==> src/logic/afe_level_params.svh <==
// register offsets, field positions and reset values of the level control bank
`ifndef AFE_LEVEL_PARAMS_SVH
`define AFE_LEVEL_PARAMS_SVH
`define ADDR_BLUE_COARSE_OFFSET 8'h1E
`define ADDR_GREEN_COARSE_OFFSET 8'h1F
`define ADDR_RED_COARSE_OFFSET 8'h20
`define ADDR_HSYNC_OUT_START 8'h21
`define ADDR_MISC_CONTROL 8'h22
`define ADDR_LEVEL_CONTROL_ENABLE 8'h26
`define ADDR_LEVEL_CONTROL_FILTER 8'h28
`define ADDR_FINE_CLAMP_CONTROL 8'h2A
`define ADDR_POWER_CONTROL 8'h2B
`define RST_COARSE_OFFSET 6'h20
`define RST_HSYNC_OUT_START 8'h09
`define COARSE_OFFSET_MSB 5
`define MISC_COPY_PROTECT_BIT 3
`define MISC_VERTICAL_SYNC_ALIGN_SELECT_BIT 1
`define LEVEL_ENABLE_BIT 7
`define FILTER_VERT_LSB 3
`define FILTER_VERT_MSB 6
`define FILTER_HORZ_MSB 2
`define CLAMP_TC_LSB 3
`define CLAMP_TC_MSB 4
`define PD_SYNC_ON_GREEN_BIT 6
`define PD_SLICER_BIT 5
`define PD_REFERENCE_BIT 4
`define PD_CURRENT_BIT 3
`define PD_BLUE_BIT 2
`define PD_GREEN_BIT 1
`define PD_RED_BIT 0
`endif

==> src/logic/afe_level_pkg.sv <==
// types shared by the level control register bank
package afe_level_pkg;
   typedef struct packed {
      logic blue;
      logic green;
      logic red;
   } rgb_flags_type;

   typedef struct packed {
      logic sync_on_green;
      logic slicer;
      logic reference;
      logic current_ctrl;
      rgb_flags_type converter;
   } powerdown_type;

   typedef struct packed {
      logic signed [6:0] blue;
      logic signed [6:0] green;
      logic signed [6:0] red;
   } rgb_steps_type;

   typedef struct packed {
      logic enable;
      logic [3:0] vertical_shift;
      logic [2:0] horizontal_shift;
   } level_ctrl_type;
endpackage : afe_level_pkg

==> src/logic/video_afe_offset_level_control_regs.sv <==
// control register bank for coarse offsets, level control, clamp and power
`timescale 1ns/100ps
`include "afe_level_params.svh"
module video_afe_offset_level_control_regs (
   input wire logic i_clk,
   input wire logic i_srst,
   input wire logic i_wr_en,
   input wire logic i_rd_en,
   input wire logic [7:0] i_addr,
   input wire logic [7:0] i_wr_data,
   output logic [7:0] o_rd_data,
   output logic o_rd_valid,
   output afe_level_pkg::rgb_steps_type o_coarse_steps,
   output logic [7:0] o_hsync_out_start,
   output logic o_copy_protect_compat_enable,
   output logic o_vertical_sync_align_select,
   output afe_level_pkg::level_ctrl_type o_auto_level_control,
   output logic [1:0] o_fine_clamp_time_const,
   output afe_level_pkg::rgb_flags_type o_fine_clamp_enable,
   output afe_level_pkg::powerdown_type o_powerdown
);
   import afe_level_pkg::*;

   // ------------------------------------------------------------
   // offset code decode
   // ------------------------------------------------------------
   function automatic logic signed [6:0] offset_steps(
      input logic [5:0] code
   );
      logic signed [6:0] mag;
      mag = signed'({2'b00, code[4:0]});
      if (code[5]) begin
         offset_steps = -mag - 7'sd1;
      end else begin
         offset_steps = mag;
      end
   endfunction : offset_steps

   // ------------------------------------------------------------
   // address decode
   // ------------------------------------------------------------
   function automatic logic addr_hit(
      input logic [7:0] addr,
      input logic [7:0] reg_addr
   );
      addr_hit = (addr == reg_addr);
   endfunction : addr_hit

   function automatic logic wr_hit(
      input logic [7:0] addr,
      input logic wr_en,
      input logic [7:0] reg_addr
   );
      wr_hit = wr_en && addr_hit(addr, reg_addr);
   endfunction : wr_hit

   // ------------------------------------------------------------
   // coarse offsets
   // ------------------------------------------------------------
   logic [5:0] blue_coarse_offset_r, blue_coarse_offset_nxt;
   logic [5:0] green_coarse_offset_r, green_coarse_offset_nxt;
   logic [5:0] red_coarse_offset_r, red_coarse_offset_nxt;

   always_comb begin
      blue_coarse_offset_nxt = blue_coarse_offset_r;
      green_coarse_offset_nxt = green_coarse_offset_r;
      red_coarse_offset_nxt = red_coarse_offset_r;
      // reserved bits are dropped on write
      if (wr_hit(i_addr, i_wr_en, `ADDR_BLUE_COARSE_OFFSET)) begin
         blue_coarse_offset_nxt =
            i_wr_data[`COARSE_OFFSET_MSB:0];
      end
      if (wr_hit(i_addr, i_wr_en, `ADDR_GREEN_COARSE_OFFSET)) begin
         green_coarse_offset_nxt =
            i_wr_data[`COARSE_OFFSET_MSB:0];
      end
      if (wr_hit(i_addr, i_wr_en, `ADDR_RED_COARSE_OFFSET)) begin
         red_coarse_offset_nxt =
            i_wr_data[`COARSE_OFFSET_MSB:0];
      end
   end

   always_ff @(posedge i_clk) begin
      if (i_srst) begin
         blue_coarse_offset_r <= `RST_COARSE_OFFSET;
         green_coarse_offset_r <= `RST_COARSE_OFFSET;
         red_coarse_offset_r <= `RST_COARSE_OFFSET;
      end else begin
         blue_coarse_offset_r <= blue_coarse_offset_nxt;
         green_coarse_offset_r <= green_coarse_offset_nxt;
         red_coarse_offset_r <= red_coarse_offset_nxt;
      end
   end

   // ------------------------------------------------------------
   // sync start and misc control
   // ------------------------------------------------------------
   logic [7:0] hsync_out_start_r, hsync_out_start_nxt;
   logic copy_protect_r, copy_protect_nxt;
   logic vertical_sync_align_select_r, vertical_sync_align_select_nxt;

   always_comb begin
      hsync_out_start_nxt = hsync_out_start_r;
      copy_protect_nxt = copy_protect_r;
      vertical_sync_align_select_nxt = vertical_sync_align_select_r;
      if (wr_hit(i_addr, i_wr_en, `ADDR_HSYNC_OUT_START)) begin
         hsync_out_start_nxt = i_wr_data;
      end
      if (wr_hit(i_addr, i_wr_en, `ADDR_MISC_CONTROL)) begin
         copy_protect_nxt = i_wr_data[`MISC_COPY_PROTECT_BIT];
         vertical_sync_align_select_nxt = i_wr_data[`MISC_VERTICAL_SYNC_ALIGN_SELECT_BIT];
      end
   end

   always_ff @(posedge i_clk) begin
      if (i_srst) begin
         hsync_out_start_r <= `RST_HSYNC_OUT_START;
         copy_protect_r <= 1'b0;
         vertical_sync_align_select_r <= 1'b0;
      end else begin
         hsync_out_start_r <= hsync_out_start_nxt;
         copy_protect_r <= copy_protect_nxt;
         vertical_sync_align_select_r <= vertical_sync_align_select_nxt;
      end
   end

   // ------------------------------------------------------------
   // automatic level control
   // ------------------------------------------------------------
   logic level_enable_r, level_enable_nxt;
   logic [3:0] level_vertical_coeff_r, level_vertical_coeff_nxt;
   logic [2:0] level_horizontal_coeff_r, level_horizontal_coeff_nxt;

   always_comb begin
      level_enable_nxt = level_enable_r;
      level_vertical_coeff_nxt = level_vertical_coeff_r;
      level_horizontal_coeff_nxt = level_horizontal_coeff_r;
      if (wr_hit(i_addr, i_wr_en, `ADDR_LEVEL_CONTROL_ENABLE)) begin
         level_enable_nxt = i_wr_data[`LEVEL_ENABLE_BIT];
      end
      if (wr_hit(i_addr, i_wr_en, `ADDR_LEVEL_CONTROL_FILTER)) begin
         level_vertical_coeff_nxt =
            i_wr_data[`FILTER_VERT_MSB:`FILTER_VERT_LSB];
         level_horizontal_coeff_nxt =
            i_wr_data[`FILTER_HORZ_MSB:0];
      end
   end

   always_ff @(posedge i_clk) begin
      if (i_srst) begin
         level_enable_r <= 1'b0;
         level_vertical_coeff_r <= 4'h0;
         level_horizontal_coeff_r <= 3'h0;
      end else begin
         level_enable_r <= level_enable_nxt;
         level_vertical_coeff_r <= level_vertical_coeff_nxt;
         level_horizontal_coeff_r <= level_horizontal_coeff_nxt;
      end
   end

   // ------------------------------------------------------------
   // fine clamp
   // ------------------------------------------------------------
   logic [1:0] clamp_tc_r, clamp_tc_nxt;
   logic [2:0] clamp_en_r, clamp_en_nxt;

   always_comb begin
      clamp_tc_nxt = clamp_tc_r;
      clamp_en_nxt = clamp_en_r;
      if (wr_hit(i_addr, i_wr_en, `ADDR_FINE_CLAMP_CONTROL)) begin
         clamp_tc_nxt =
            i_wr_data[`CLAMP_TC_MSB:`CLAMP_TC_LSB];
         clamp_en_nxt = i_wr_data[`PD_BLUE_BIT:0];
      end
   end

   always_ff @(posedge i_clk) begin
      if (i_srst) begin
         clamp_tc_r <= 2'h0;
         clamp_en_r <= 3'h0;
      end else begin
         clamp_tc_r <= clamp_tc_nxt;
         clamp_en_r <= clamp_en_nxt;
      end
   end

   // ------------------------------------------------------------
   // power-down
   // ------------------------------------------------------------
   logic [6:0] power_r, power_nxt;

   always_comb begin
      power_nxt = power_r;
      if (wr_hit(i_addr, i_wr_en, `ADDR_POWER_CONTROL)) begin
         power_nxt = i_wr_data[`PD_SYNC_ON_GREEN_BIT:0];
      end
   end

   always_ff @(posedge i_clk) begin
      if (i_srst) begin
         power_r <= 7'h00;
      end else begin
         power_r <= power_nxt;
      end
   end

   // ------------------------------------------------------------
   // register images, reserved bits zero
   // ------------------------------------------------------------
   logic [7:0] blue_offset_word;
   logic [7:0] green_offset_word;
   logic [7:0] red_offset_word;
   logic [7:0] hsync_start_word;
   logic [7:0] misc_word;
   logic [7:0] level_enable_word;
   logic [7:0] level_filter_word;
   logic [7:0] fine_clamp_word;
   logic [7:0] power_word;

   assign blue_offset_word = {2'b00, blue_coarse_offset_r};
   assign green_offset_word = {2'b00, green_coarse_offset_r};
   assign red_offset_word = {2'b00, red_coarse_offset_r};
   assign hsync_start_word = hsync_out_start_r;
   assign misc_word = {4'h0, copy_protect_r, 1'b0, vertical_sync_align_select_r, 1'b0};
   assign level_enable_word = {level_enable_r, 7'h00};
   assign level_filter_word =
      {1'b0, level_vertical_coeff_r, level_horizontal_coeff_r};
   assign fine_clamp_word = {3'h0, clamp_tc_r, clamp_en_r};
   assign power_word = {1'b0, power_r};

   // ------------------------------------------------------------
   // read back
   // ------------------------------------------------------------
   logic [7:0] rd_data_r, rd_data_nxt;
   logic rd_valid_r, rd_valid_nxt;

   always_comb begin
      rd_data_nxt = rd_data_r;
      rd_valid_nxt = i_rd_en;
      if (i_rd_en) begin
         // reserved and unmapped bits read zero
         case (i_addr)
            `ADDR_BLUE_COARSE_OFFSET: begin
               rd_data_nxt = blue_offset_word;
            end
            `ADDR_GREEN_COARSE_OFFSET: begin
               rd_data_nxt = green_offset_word;
            end
            `ADDR_RED_COARSE_OFFSET: begin
               rd_data_nxt = red_offset_word;
            end
            `ADDR_HSYNC_OUT_START: begin
               rd_data_nxt = hsync_start_word;
            end
            `ADDR_MISC_CONTROL: begin
               rd_data_nxt = misc_word;
            end
            `ADDR_LEVEL_CONTROL_ENABLE: begin
               rd_data_nxt = level_enable_word;
            end
            `ADDR_LEVEL_CONTROL_FILTER: begin
               rd_data_nxt = level_filter_word;
            end
            `ADDR_FINE_CLAMP_CONTROL: begin
               rd_data_nxt = fine_clamp_word;
            end
            `ADDR_POWER_CONTROL: begin
               rd_data_nxt = power_word;
            end
            default: begin
               rd_data_nxt = 8'h00;
            end
         endcase
      end
   end

   always_ff @(posedge i_clk) begin
      if (i_srst) begin
         rd_data_r <= 8'h00;
         rd_valid_r <= 1'b0;
      end else begin
         rd_data_r <= rd_data_nxt;
         rd_valid_r <= rd_valid_nxt;
      end
   end

   // ------------------------------------------------------------
   // control outputs
   // ------------------------------------------------------------
   assign o_rd_data = rd_data_r;
   assign o_rd_valid = rd_valid_r;
   // host programs +31 for best level control
   assign o_coarse_steps.blue = offset_steps(blue_coarse_offset_r);
   assign o_coarse_steps.green =
      offset_steps(green_coarse_offset_r);
   assign o_coarse_steps.red = offset_steps(red_coarse_offset_r);
   assign o_hsync_out_start = hsync_out_start_r;
   assign o_copy_protect_compat_enable = copy_protect_r;
   assign o_vertical_sync_align_select = vertical_sync_align_select_r;

   // ------------------------------------------------------------
   // level control outputs
   // ------------------------------------------------------------
   assign o_auto_level_control.enable = level_enable_r;
   // vertical shift n means correction times 1/2^n per line
   assign o_auto_level_control.vertical_shift = level_vertical_coeff_r;
   // horizontal shift n means 2^n samples averaged
   assign o_auto_level_control.horizontal_shift = level_horizontal_coeff_r;

   // ------------------------------------------------------------
   // fine clamp outputs
   // ------------------------------------------------------------
   assign o_fine_clamp_time_const = clamp_tc_r;
   assign o_fine_clamp_enable = clamp_en_r;

   // ------------------------------------------------------------
   // power-down outputs
   // ------------------------------------------------------------
   assign o_powerdown.sync_on_green = power_r[`PD_SYNC_ON_GREEN_BIT];
   assign o_powerdown.slicer = power_r[`PD_SLICER_BIT];
   assign o_powerdown.reference = power_r[`PD_REFERENCE_BIT];
   assign o_powerdown.current_ctrl = power_r[`PD_CURRENT_BIT];
   assign o_powerdown.converter.blue = power_r[`PD_BLUE_BIT];
   assign o_powerdown.converter.green = power_r[`PD_GREEN_BIT];
   assign o_powerdown.converter.red = power_r[`PD_RED_BIT];
endmodule : video_afe_offset_level_control_regs

==> config.mk <==
export PLATFORM = sky130hd
export DESIGN_NAME = video_afe_offset_level_control_regs
export DESIGN_NICKNAME = d
export VERILOG_FILES = /design/src/logic/afe_level_pkg.sv /design/src/logic/video_afe_offset_level_control_regs.sv
export VERILOG_INCLUDE_DIRS = /design/src /design/src/logic
export SDC_FILE = /design/constraint.sdc
export NUM_CORES = 1
export LEC_CHECK = 0
export BUFFER_PORTS_ARGS = -buffer_cell sky130_fd_sc_hd__buf_2
export CAP_MARGIN = 20
export CORE_MARGIN = 3
export CORE_UTILIZATION = 45
export DETAILED_ROUTE_END_ITERATION = 8
export PLACE_DENSITY = 0.7
export RECOVER_POWER = 25
export SETUP_SLACK_MARGIN = 0.3
export SYNTH_ARGS = -nofsm -noshare
export SYNTH_HDL_FRONTEND = slang
export SYNTH_SLANG_ARGS = --single-unit
==> constraint.sdc <==
create_clock -name i_clk -period 3.8 [get_ports i_clk]
set_input_delay 1.14 -clock i_clk [delete_from_list [all_inputs] [get_ports i_clk]]
set_output_delay 1.14 -clock i_clk [all_outputs]
set_load 0.05 [all_outputs]
* Word level (Yosys, flattened, before mapping)
Index checks and enable logic that the tools add are counted.
** Storage, ports and cells
- Input bits :: 20
- Flip-flop bits (word level) :: 57
- Output and inout bits :: 60
- Logic and storage cells :: 42
** Operators by class
- Eq/ne operators :: 9
- Multiplexer cells :: 4
- Reductions and logical operators :: 9
- $add $sub $neg :: 6
** Operators by type and width (number)
- 8-bit case mux with 9 select lines :: 1
- 8-bit by 6-bit equality test with 1-bit output, second input constant :: 7
- 7-bit two-way mux :: 3
- 5-bit negator with 7-bit output :: 3
- 7-bit by 2-bit subtractor with 7-bit output, second input constant :: 3
- 8-bit by 5-bit equality test with 1-bit output, second input constant :: 2
- 1-bit logical AND :: 9

* Logic depth before layout (Yosys ltp)
Gate-level depths: netlist (run 1).
- Word-level depth :: 3
- Mapped depth :: 6

* Least setup slack after synthesis (run 1)
Ideal clock, no wire load.
- Kind :: input -> register
- From :: input i_addr[4]
- To :: register clamp_en_r[0] (netlist: o_fine_clamp_enable[0])
- Stages :: 6
- Library setup time :: 128 ps
- Path slack :: 1043 ps
- Data arrival time :: 2629 ps
- Buffers on the path :: 2
- Path through :: or4b_4 > buf_6 > or4_4 > buf_6 > mux2i_1 > nor2_1
** Between the ends
- Word-level cells in the longest chain between the ends :: 2
** Ends and longest elaborated chain
- start, declared :: RTL line video_afe_offset_level_control_regs.sv:9 : input wire logic [7:0] i_addr,
- 8-bit by 6-bit equality test with 1-bit output :: RTL line video_afe_offset_level_control_regs.sv:46 : addr_hit = (addr == reg_addr);
- 1-bit logical AND :: RTL line video_afe_offset_level_control_regs.sv:54 : wr_hit = wr_en && addr_hit(addr, reg_addr);
- end signal, assigned :: RTL line video_afe_offset_level_control_regs.sv:183 : clamp_en_r <= clamp_en_nxt;
- end, declared :: RTL line video_afe_offset_level_control_regs.sv:165 : logic [2:0] clamp_en_r, clamp_en_nxt;
No other way between the ends.
A chain may end at the register's enable or synchronous reset.

* Final worst setup path (run 1)
- From :: input i_addr[4]
- To :: register hsync_out_start_r[0] (netlist: o_hsync_out_start[0])
** Between the ends
- Word-level cells in the longest chain between the ends :: 2
** Ends and longest elaborated chain
- 8-bit by 6-bit equality test with 1-bit output :: RTL line video_afe_offset_level_control_regs.sv:46
- 1-bit logical AND :: RTL line video_afe_offset_level_control_regs.sv:54
- end signal, assigned :: RTL line video_afe_offset_level_control_regs.sv:117 : hsync_out_start_r <= `RST_HSYNC_OUT_START;
- end signal, assigned :: RTL line video_afe_offset_level_control_regs.sv:121 : hsync_out_start_r <= hsync_out_start_nxt;
- end, declared :: RTL line video_afe_offset_level_control_regs.sv:98 : logic [7:0] hsync_out_start_r, hsync_out_start_nxt;
No other way between the ends.

==> results of run 1 <==
registers in the layout (all words and copies together) (netlist names):
signal / flops
o_rd_valid: 1
level_enable_r: 1
blue_coarse_offset_r: 6
o_copy_protect_compat_enable: 1
green_coarse_offset_r: 6
level_vertical_coeff_r: 4
o_fine_clamp_enable: 3
o_fine_clamp_time_const: 2
level_horizontal_coeff_r: 3
o_vertical_sync_align_select: 1
o_hsync_out_start: 8
o_rd_data: 8
red_coarse_offset_r: 6
o_powerdown: 7
cell usage in the layout (no fill, tap or decap), types with 3 or more instances in the layout:
cell	count
dfxtp_1	57
mux2i_1	56
nor2_1	53
buf_2	50
clkbuf_1	30
xor2_1	16
clkbuf_8	11
nor3_1	8
nor2b_1	8
a311oi_1	5
o2bb2ai_1	5
a21oi_1	5
a211o_1	5
buf_4	5
inv_1	3
nand3b_1	3
nand3_1	3
nand2_1	3
cells by family after synthesis:
logic type                after synthesis  share of synthesized area, %
muxes                                  58                          20.3
AOI/OAI and AO/OA                      34                          9.34
and+or+nand+nor                       102                          19.7
buffers and inverters                  33                          5.89
xor gates and xnor gates               16                          4.89
DFF                                    57                          39.8
layout make-up:
class / count / area (sq um) / area share (%)
multi-input cells: 210 / 1560 / 45.9
flip-flops and latches: 57 / 1140 / 33.6
repair buffers: 84 / 397 / 11.7
clock buffers: 12 / 155 / 4.57
well taps: 75 / 93.8 / 2.76
clock inverters: 3 / 40.0 / 1.18
inverters: 3 / 11.3 / 0.332
per-stage QoR:
stage / cells / setup slack, ps / total power, mW
6_report: 444 / 1030 / 1.26
3_3_place_gp: 429 / 754 / 0.708
5_1_grt: 444 / 993 / 1.30
2_1_floorplan: 300 / 1040 / 0.677
3_5_place_dp: 429 / 704 / 0.709
4_1_cts: 444 / 1040 / 1.27
worst max-delay path by stage:
stage / startpoint / endpoint / slack, ps / depth (start not counted)
2_1_floorplan: i_addr[4] / o_fine_clamp_enable[0] / 1040 / 6
3_3_place_gp: i_addr[4] / o_hsync_out_start[0] / 750 / 5
3_5_place_dp: i_addr[4] / o_hsync_out_start[0] / 700 / 5
4_1_cts: i_addr[4] / o_hsync_out_start[0] / 1040 / 5
5_1_grt: i_addr[4] / o_hsync_out_start[0] / 990 / 5
6_report: i_addr[4] / o_hsync_out_start[0] / 1030 / 5
per-layer routing:
layer  vias to the layer above  wire length (um)
li1                       1201                 -
met5                         -                 0
met1                      1190              3330
met2                        94              3640
met3                        13               564
met4                         0               132
power by group through the flow:
stage | clock, mW | combinational (mW) | sequential [mW]
after floorplan | 0 | 0.0511 | 0.625
after global placement | 0 | 0.0922 | 0.616
after detailed placement | 0 | 0.0929 | 0.616
after CTS | 0.572 | 0.0933 | 0.603
after global routing | 0.601 | 0.100 | 0.603
final | 0.561 | 0.0932 | 0.603
cells in the mapped netlist, types with 2 or more instances:
cell type	count
a211o_1	5
a21oi_1	5
a221oi_1	2
a22o_1	2
a311oi_1	5
and3_1	2
buf_2	3
buf_4	7
buf_6	2
clkbuf_1	17
dfxtp_1	57
inv_1	3
mux2_2	2
mux2i_1	56
nand2_1	3
nand2b_1	2
nand3_1	3
nand3b_1	3
nand4_1	2
nor2_1	53
nor2b_1	8
nor3_1	8
nor4_1	2
nor4_2	2
nor4_4	2
nor4b_1	2
o21ai_0	2
o2bb2ai_1	5
xor2_1	16
worst register-to-register path, stage by stage (launching register included):
cell	delay, ps
dfxtp_1	360
or3b_2	440
a21boi_0	160
o21ai_0	120
a211oi_1	240
==> run_summary.xml, run 1 <==
<?xml version="1.0" encoding="UTF-8"?>
<metrics>
  <group name="power">
    <metric name="cellPowerDensity" unit="nW/um^2">370</metric>
    <metric name="net_sw_share" unit="%">23.8</metric>
    <metric name="clock_power_share" unit="%">44.6</metric>
    <metric name="p_comb_share" unit="%">7.4</metric>
    <metric name="p_leak" unit="nW">1.28</metric>
    <metric name="netSwitchingPower" unit="mW">0.300</metric>
    <metric name="worst_ir_drop_vdd" unit="V">0.000186</metric>
    <metric name="internal_power" unit="mW">0.958</metric>
    <metric name="pwr-share-seq" unit="%">47.9</metric>
  </group>
  <group name="sta">
    <metric name="clock_skew" unit="ps">6.02</metric>
    <metric name="final_max_slew_viol_count" unit="">0</metric>
    <metric name="maxSlewHeadroom" unit="%">44.6</metric>
    <metric name="finalHoldViolCount" unit="">0</metric>
    <metric name="final_period_minus_worst_setup_slack" unit="ps">2770</metric>
    <metric name="min_period_over_period" unit="%">73.0</metric>
    <metric name="rsz_0062_raised_after_global_routing" unit="">no</metric>
    <metric name="achievable_frequency" unit="MHz">360</metric>
    <metric name="setup_viol" unit="">0</metric>
    <metric name="timing.setup.tns" unit="ps">0</metric>
    <metric name="holdWs" unit="ps">483</metric>
    <metric name="worstMarginPinSlew" unit="ps">831</metric>
  </group>
  <group name="synth">
    <metric name="synth_top_cell_area_share" unit="%">39.8</metric>
    <metric name="synthArstFlopShare" unit="%">0</metric>
    <metric name="edff_count_synth" unit="">0</metric>
    <metric name="synth.top_cells.by_area" unit="">dfxtp_1 40%, mux2i_1 20%, nor2_1 6.9%</metric>
    <metric name="synth_flop_cell" unit="">dfxtp_1</metric>
    <metric name="syn_nets" unit="">320</metric>
    <metric name="synth.distinct_cells" unit="">48</metric>
    <metric name="library_cell_with_the_largest_summed_area_after_synthesis" unit="">dfxtp_1</metric>
    <metric name="portion_of_the_post_synthesis_area_used_by_sequential_elements" unit="%">39.8</metric>
    <metric name="synthesis.area_per_instance" unit="sq um">9.55</metric>
    <metric name="syn-cell-area" unit="sq um">2870</metric>
    <metric name="synthesis_warnings" unit="">0</metric>
    <metric name="syn-instance-count" unit="">300</metric>
    <metric name="synth_seq_cells" unit="">57</metric>
  </group>
  <group name="cts">
    <metric name="post-cts-setup-buffers" unit="">0</metric>
    <metric name="cts_root_buf" unit="">clkbuf_8</metric>
    <metric name="cts_hold_buf" unit="">0</metric>
    <metric name="cts_buffers" unit="">9</metric>
    <metric name="insertion_delay" unit="ps">330</metric>
    <metric name="clk_path_buf_depth" unit="">2</metric>
    <metric name="postCtsResizedCells" unit="">0</metric>
    <metric name="tritoncts" unit="">yes</metric>
    <metric name="clkSinkCount" unit="">57</metric>
    <metric name="cts_htree_levels" unit="">3</metric>
    <metric name="clk_pin_slew" unit="ps">60</metric>
  </group>
  <group name="drt">
    <metric name="vias" unit="">2498</metric>
    <metric name="finalWirelength" unit="mm">7.67</metric>
    <metric name="remaining_drc_errors" unit="">0</metric>
    <metric name="route.detailed.vias_per_inst" unit="">5.63</metric>
    <metric name="antenna_left" unit="">0</metric>
    <metric name="drt-initial-drc-count" unit="">259</metric>
    <metric name="drt_pass1_iterations" unit="">6</metric>
    <metric name="detail_route.wl_per_cell" unit="um">17.3</metric>
  </group>
  <group name="placement">
    <metric name="place.port_buffers" unit="">79</metric>
    <metric name="place_area" unit="sq um">3240</metric>
    <metric name="globalplace.congestion" unit="">0.820</metric>
    <metric name="detailed_place_hpwl" unit="mm">5.31</metric>
  </group>
  <group name="min_path">
    <metric name="whs_endpoint" unit="">o_rd_data[7]</metric>
    <metric name="holdCritStartpoint" unit="">o_rd_data[7]</metric>
    <metric name="timing.hold.worst.class" unit="">flip-flop to flip-flop</metric>
    <metric name="worstHoldPathCells" unit="">2</metric>
  </group>
  <group name="worst_setup_path">
    <metric name="worstSetupStartpointType" unit="">primary input</metric>
    <metric name="path_delay_family" unit="">simple AND/OR/NAND/NOR gates</metric>
    <metric name="path_buf_inv" unit="">1</metric>
    <metric name="slowest_stage" unit="">nor4_4</metric>
    <metric name="cp_max_fo" unit="">11</metric>
    <metric name="r2r_start" unit="">o_hsync_out_start[4]</metric>
    <metric name="cp_slowest_stage_delay" unit="ps">700</metric>
    <metric name="worstReg2RegEnd" unit="">o_rd_data[4]</metric>
    <metric name="critPathKind" unit="">primary input to flip-flop</metric>
    <metric name="reg2reg_depth" unit="">4</metric>
    <metric name="worst_ep_required_time" unit="ps">4020</metric>
    <metric name="setup.reg_to_reg.worst_slack" unit="ps">2390</metric>
    <metric name="path_cells" unit="">buf_2 -&gt; or4b_4 -&gt; nor4_4 -&gt; nor2b_1 -&gt; a211o_1</metric>
    <metric name="cp_data_arrival_time" unit="ps">3000</metric>
    <metric name="worstSetupEndpointType" unit="">flip-flop</metric>
  </group>
  <group name="die">
    <metric name="core.rowCount" unit="">28</metric>
    <metric name="chipHeight" unit="um">85.8</metric>
    <metric name="core_area" unit="sq um">6060</metric>
    <metric name="floorplan.initialDensity" unit="%">47.3</metric>
    <metric name="chipWidth" unit="um">85.8</metric>
    <metric name="dieArea" unit="sq um">7360</metric>
    <metric name="io_pins" unit="">80</metric>
  </group>
  <group name="grt">
    <metric name="use_met2" unit="%">32.8</metric>
    <metric name="grt_first_pass_wirelength" unit="mm">11.9</metric>
    <metric name="pin_count_of_the_biggest_net_entering_global_routing" unit="">37</metric>
    <metric name="gr-usage-all-layers" unit="%">21.2</metric>
    <metric name="vias_in_the_first_global_route" unit="">2273</metric>
    <metric name="antenna_violations_before_repair" unit="">0</metric>
    <metric name="grt_busiest_layer" unit="">met2</metric>
    <metric name="grt_remaining_overflow" unit="">0</metric>
    <metric name="met1_usage" unit="%">28.4</metric>
    <metric name="grtUsageMet3" unit="%">5.19</metric>
  </group>
  <group name="finish">
    <metric name="layout.nets" unit="">385</metric>
    <metric name="area_growth" unit="%">18.4</metric>
    <metric name="nFillCells" unit="">567</metric>
    <metric name="post_route_cells_drive_above_1_share" unit="%">21.1</metric>
    <metric name="antenna-diode-count" unit="">0</metric>
    <metric name="postLayoutCoreUtil" unit="%">56.0</metric>
    <metric name="layout.cell_area.non_filler" unit="sq um">3390</metric>
  </group>
  <group name="outcome">
    <metric name="outcome" unit="">finished clean</metric>
  </group>
  <group name="job">
    <metric name="cap_viol_max_count" unit="">0</metric>
  </group>
</metrics>
(Power assumes the default switching activity.)
==> inputs of run 2 (changes only) <==
--- a/config.mk
+++ b/config.mk
@@ -11,7 +11,7 @@
 export CORE_MARGIN = 3
 export CORE_UTILIZATION = 45
 export DETAILED_ROUTE_END_ITERATION = 8
-export PLACE_DENSITY = 0.7
+export PLACE_DENSITY = 0.73
 export RECOVER_POWER = 25
 export SETUP_SLACK_MARGIN = 0.3
 export SYNTH_ARGS = -nofsm -noshare
==> constraint.sdc (replaced) <==
create_clock -name i_clk -period 2.5 [get_ports i_clk]
set_input_delay 0.75 -clock i_clk [delete_from_list [all_inputs] [get_ports i_clk]]
set_output_delay 0.75 -clock i_clk [all_outputs]
set_load 0.05 [all_outputs]
==> run 2 against run 1 <==
Global-route usage rose by 0.65 points. Die area did not move. Highest routed layer unchanged. Clock-buffer cell count fell by 2. Sequential share of layout area fell by 1.1 points. Critical path depth did not move. Worst hold slack got worse by 9.9 ps. Combinational power rose by 64%.
==> run_summary.xml, run 2 (synthesis gave the netlist of run 1 again) <==
<?xml version="1.0" encoding="UTF-8"?>
<metrics>
  <group name="sta">
    <metric name="clock_skew" unit="ps">6.38</metric>
    <metric name="timing.setup.tns" unit="ps">0</metric>
    <metric name="rsz_0062_raised_after_global_routing" unit="">no</metric>
    <metric name="final_max_slew_viol_count" unit="">0</metric>
    <metric name="finalHoldViolCount" unit="">0</metric>
    <metric name="final_period_minus_worst_setup_slack" unit="ps">2130</metric>
    <metric name="maxSlewHeadroom" unit="%">6.60</metric>
    <metric name="worstMarginPinSlew" unit="ps">1400</metric>
    <metric name="holdWs" unit="ps">473</metric>
    <metric name="setup_viol" unit="">0</metric>
    <metric name="achievable_frequency" unit="MHz">469</metric>
    <metric name="min_period_over_period" unit="%">85.4</metric>
  </group>
  <group name="drt">
    <metric name="antenna_left" unit="">0</metric>
    <metric name="vias" unit="">2504</metric>
    <metric name="drt_pass1_iterations" unit="">4</metric>
    <metric name="route.detailed.vias_per_inst" unit="">5.48</metric>
    <metric name="detail_route.wl_per_cell" unit="um">17.1</metric>
    <metric name="drt-initial-drc-count" unit="">169</metric>
    <metric name="finalWirelength" unit="mm">7.82</metric>
    <metric name="remaining_drc_errors" unit="">0</metric>
  </group>
  <group name="cts">
    <metric name="clk_pin_slew" unit="ps">60</metric>
    <metric name="insertion_delay" unit="ps">340</metric>
    <metric name="cts_hold_buf" unit="">0</metric>
    <metric name="clk_path_buf_depth" unit="">2</metric>
    <metric name="postCtsResizedCells" unit="">0</metric>
    <metric name="clkSinkCount" unit="">57</metric>
    <metric name="cts_htree_levels" unit="">3</metric>
    <metric name="cts_buffers" unit="">9</metric>
    <metric name="post-cts-setup-buffers" unit="">0</metric>
    <metric name="tritoncts" unit="">yes</metric>
    <metric name="cts_root_buf" unit="">clkbuf_8</metric>
  </group>
  <group name="finish">
    <metric name="most_frequent_cells_in_the_layout" unit="">56 x mux2i_1, 55 x dfxtp_1, 53 x nor2_1</metric>
    <metric name="antenna-diode-count" unit="">0</metric>
    <metric name="final_common_cell" unit="">mux2i_1</metric>
    <metric name="layout.nets" unit="">398</metric>
    <metric name="layout.cell_area.non_filler" unit="sq um">3520</metric>
    <metric name="postLayoutCoreUtil" unit="%">58.1</metric>
    <metric name="area_growth" unit="%">22.8</metric>
    <metric name="post_route_cells_drive_above_1_share" unit="%">25.7</metric>
  </group>
  <group name="grt">
    <metric name="vias_in_the_first_global_route" unit="">2442</metric>
    <metric name="antenna_violations_before_repair" unit="">0</metric>
    <metric name="gr-usage-all-layers" unit="%">21.8</metric>
    <metric name="grt_remaining_overflow" unit="">0</metric>
    <metric name="pin_count_of_the_biggest_net_entering_global_routing" unit="">32</metric>
    <metric name="grt_first_pass_wirelength" unit="mm">12.4</metric>
  </group>
  <group name="job">
    <metric name="cap_viol_max_count" unit="">0</metric>
  </group>
  <group name="worst_setup_path">
    <metric name="worst_ep_required_time" unit="ps">2670</metric>
    <metric name="cp_data_arrival_time" unit="ps">2300</metric>
    <metric name="worstSetupEndpointType" unit="">flip-flop</metric>
    <metric name="worstSetupStartpointType" unit="">primary input</metric>
    <metric name="cp_max_fo" unit="">7</metric>
    <metric name="critPathKind" unit="">primary input to flip-flop</metric>
  </group>
  <group name="power">
    <metric name="worst_ir_drop_vdd" unit="V">0.000378</metric>
    <metric name="cellPowerDensity" unit="nW/um^2">516</metric>
    <metric name="p_leak" unit="nW">1.34</metric>
  </group>
  <group name="die">
    <metric name="core.rowCount" unit="">28</metric>
    <metric name="floorplan.initialDensity" unit="%">47.3</metric>
    <metric name="chipWidth" unit="um">85.8</metric>
    <metric name="dieArea" unit="sq um">7360</metric>
    <metric name="io_pins" unit="">80</metric>
    <metric name="chipHeight" unit="um">85.8</metric>
    <metric name="core_area" unit="sq um">6060</metric>
  </group>
  <group name="placement">
    <metric name="place_area" unit="sq um">3370</metric>
    <metric name="detailed_place_hpwl" unit="mm">5.64</metric>
    <metric name="place.port_buffers" unit="">79</metric>
    <metric name="globalplace.congestion" unit="">0.886</metric>
  </group>
  <group name="outcome">
    <metric name="outcome" unit="">finished clean</metric>
  </group>
  <group name="min_path">
    <metric name="timing.hold.worst.class" unit="">flip-flop to flip-flop</metric>
  </group>
</metrics>
[run 2: changes by cell type in the layout (fill, tap and decap cells not counted), sizes merged]
cell / before / now
bufinv: 1 / 0
clkinvlp: 0 / 3
clkbuf: 41 / 38
buf: 55 / 69
[run 2: metrics by stage]
stage | power [mW] | worst slack, ps | std cells
after floorplan | 1.03 | 133 | 300
after global placement | 1.09 | 80.2 | 442
after detailed placement | 1.09 | 35.8 | 442
after CTS | 1.83 | 343 | 457
after global routing | 1.87 | 294 | 457
final | 1.82 | 366 | 457
[run 2: cell type report]
class                           count  area (sq um)
Inverter                            3          11.3
Tap cell                           75          93.8
Timing Repair Buffer               97           520
Fill cell                         555          2540
Sequential cell                    57          1140
Multi-Input combinational cell    210          1580
Clock buffer                       10           138
Clock inverter                      5          32.5
[run 2: path summary, 6_finish.rpt]
| path | startpoint | endpoint | slack [ps] | cells after the start |
|---|---|---|---|---|
| min | o_rd_data[7] | o_rd_data[7] | 470 | 2 |
| max reg2reg | o_hsync_out_start[4] | o_rd_data[4] | 1080 | 4 |
| max | i_addr[4] | o_fine_clamp_enable[0] | 370 | 5 |
| min reg2reg | o_rd_data[7] | o_rd_data[7] | 470 | 2 |
[run 2: power by group]
part | leakage [nW] | switching, mW | internal (mW)
logic | 0.803 | 0.109 | 0.0441
clock network | 0.0802 | 0.372 | 0.376
registers | 0.459 | 0.00338 | 0.913
total | 1.34 | 0.485 | 1.33
[run 2: routing by layer]
layer	track usage, %	up-vias	share of wire, %
met5	0	-	0
met4	6.04	0	1.4
met3	7.40	11	7.7
met2	35.4	82	47
met1	27.7	1194	44
li1	-	1217	-
[run 2: worst max-delay path, stage by stage]
cell	delay, ps
buf_2	120
or4b_4	620
or4_4	580
mux2i_1	170
nor2_1	50
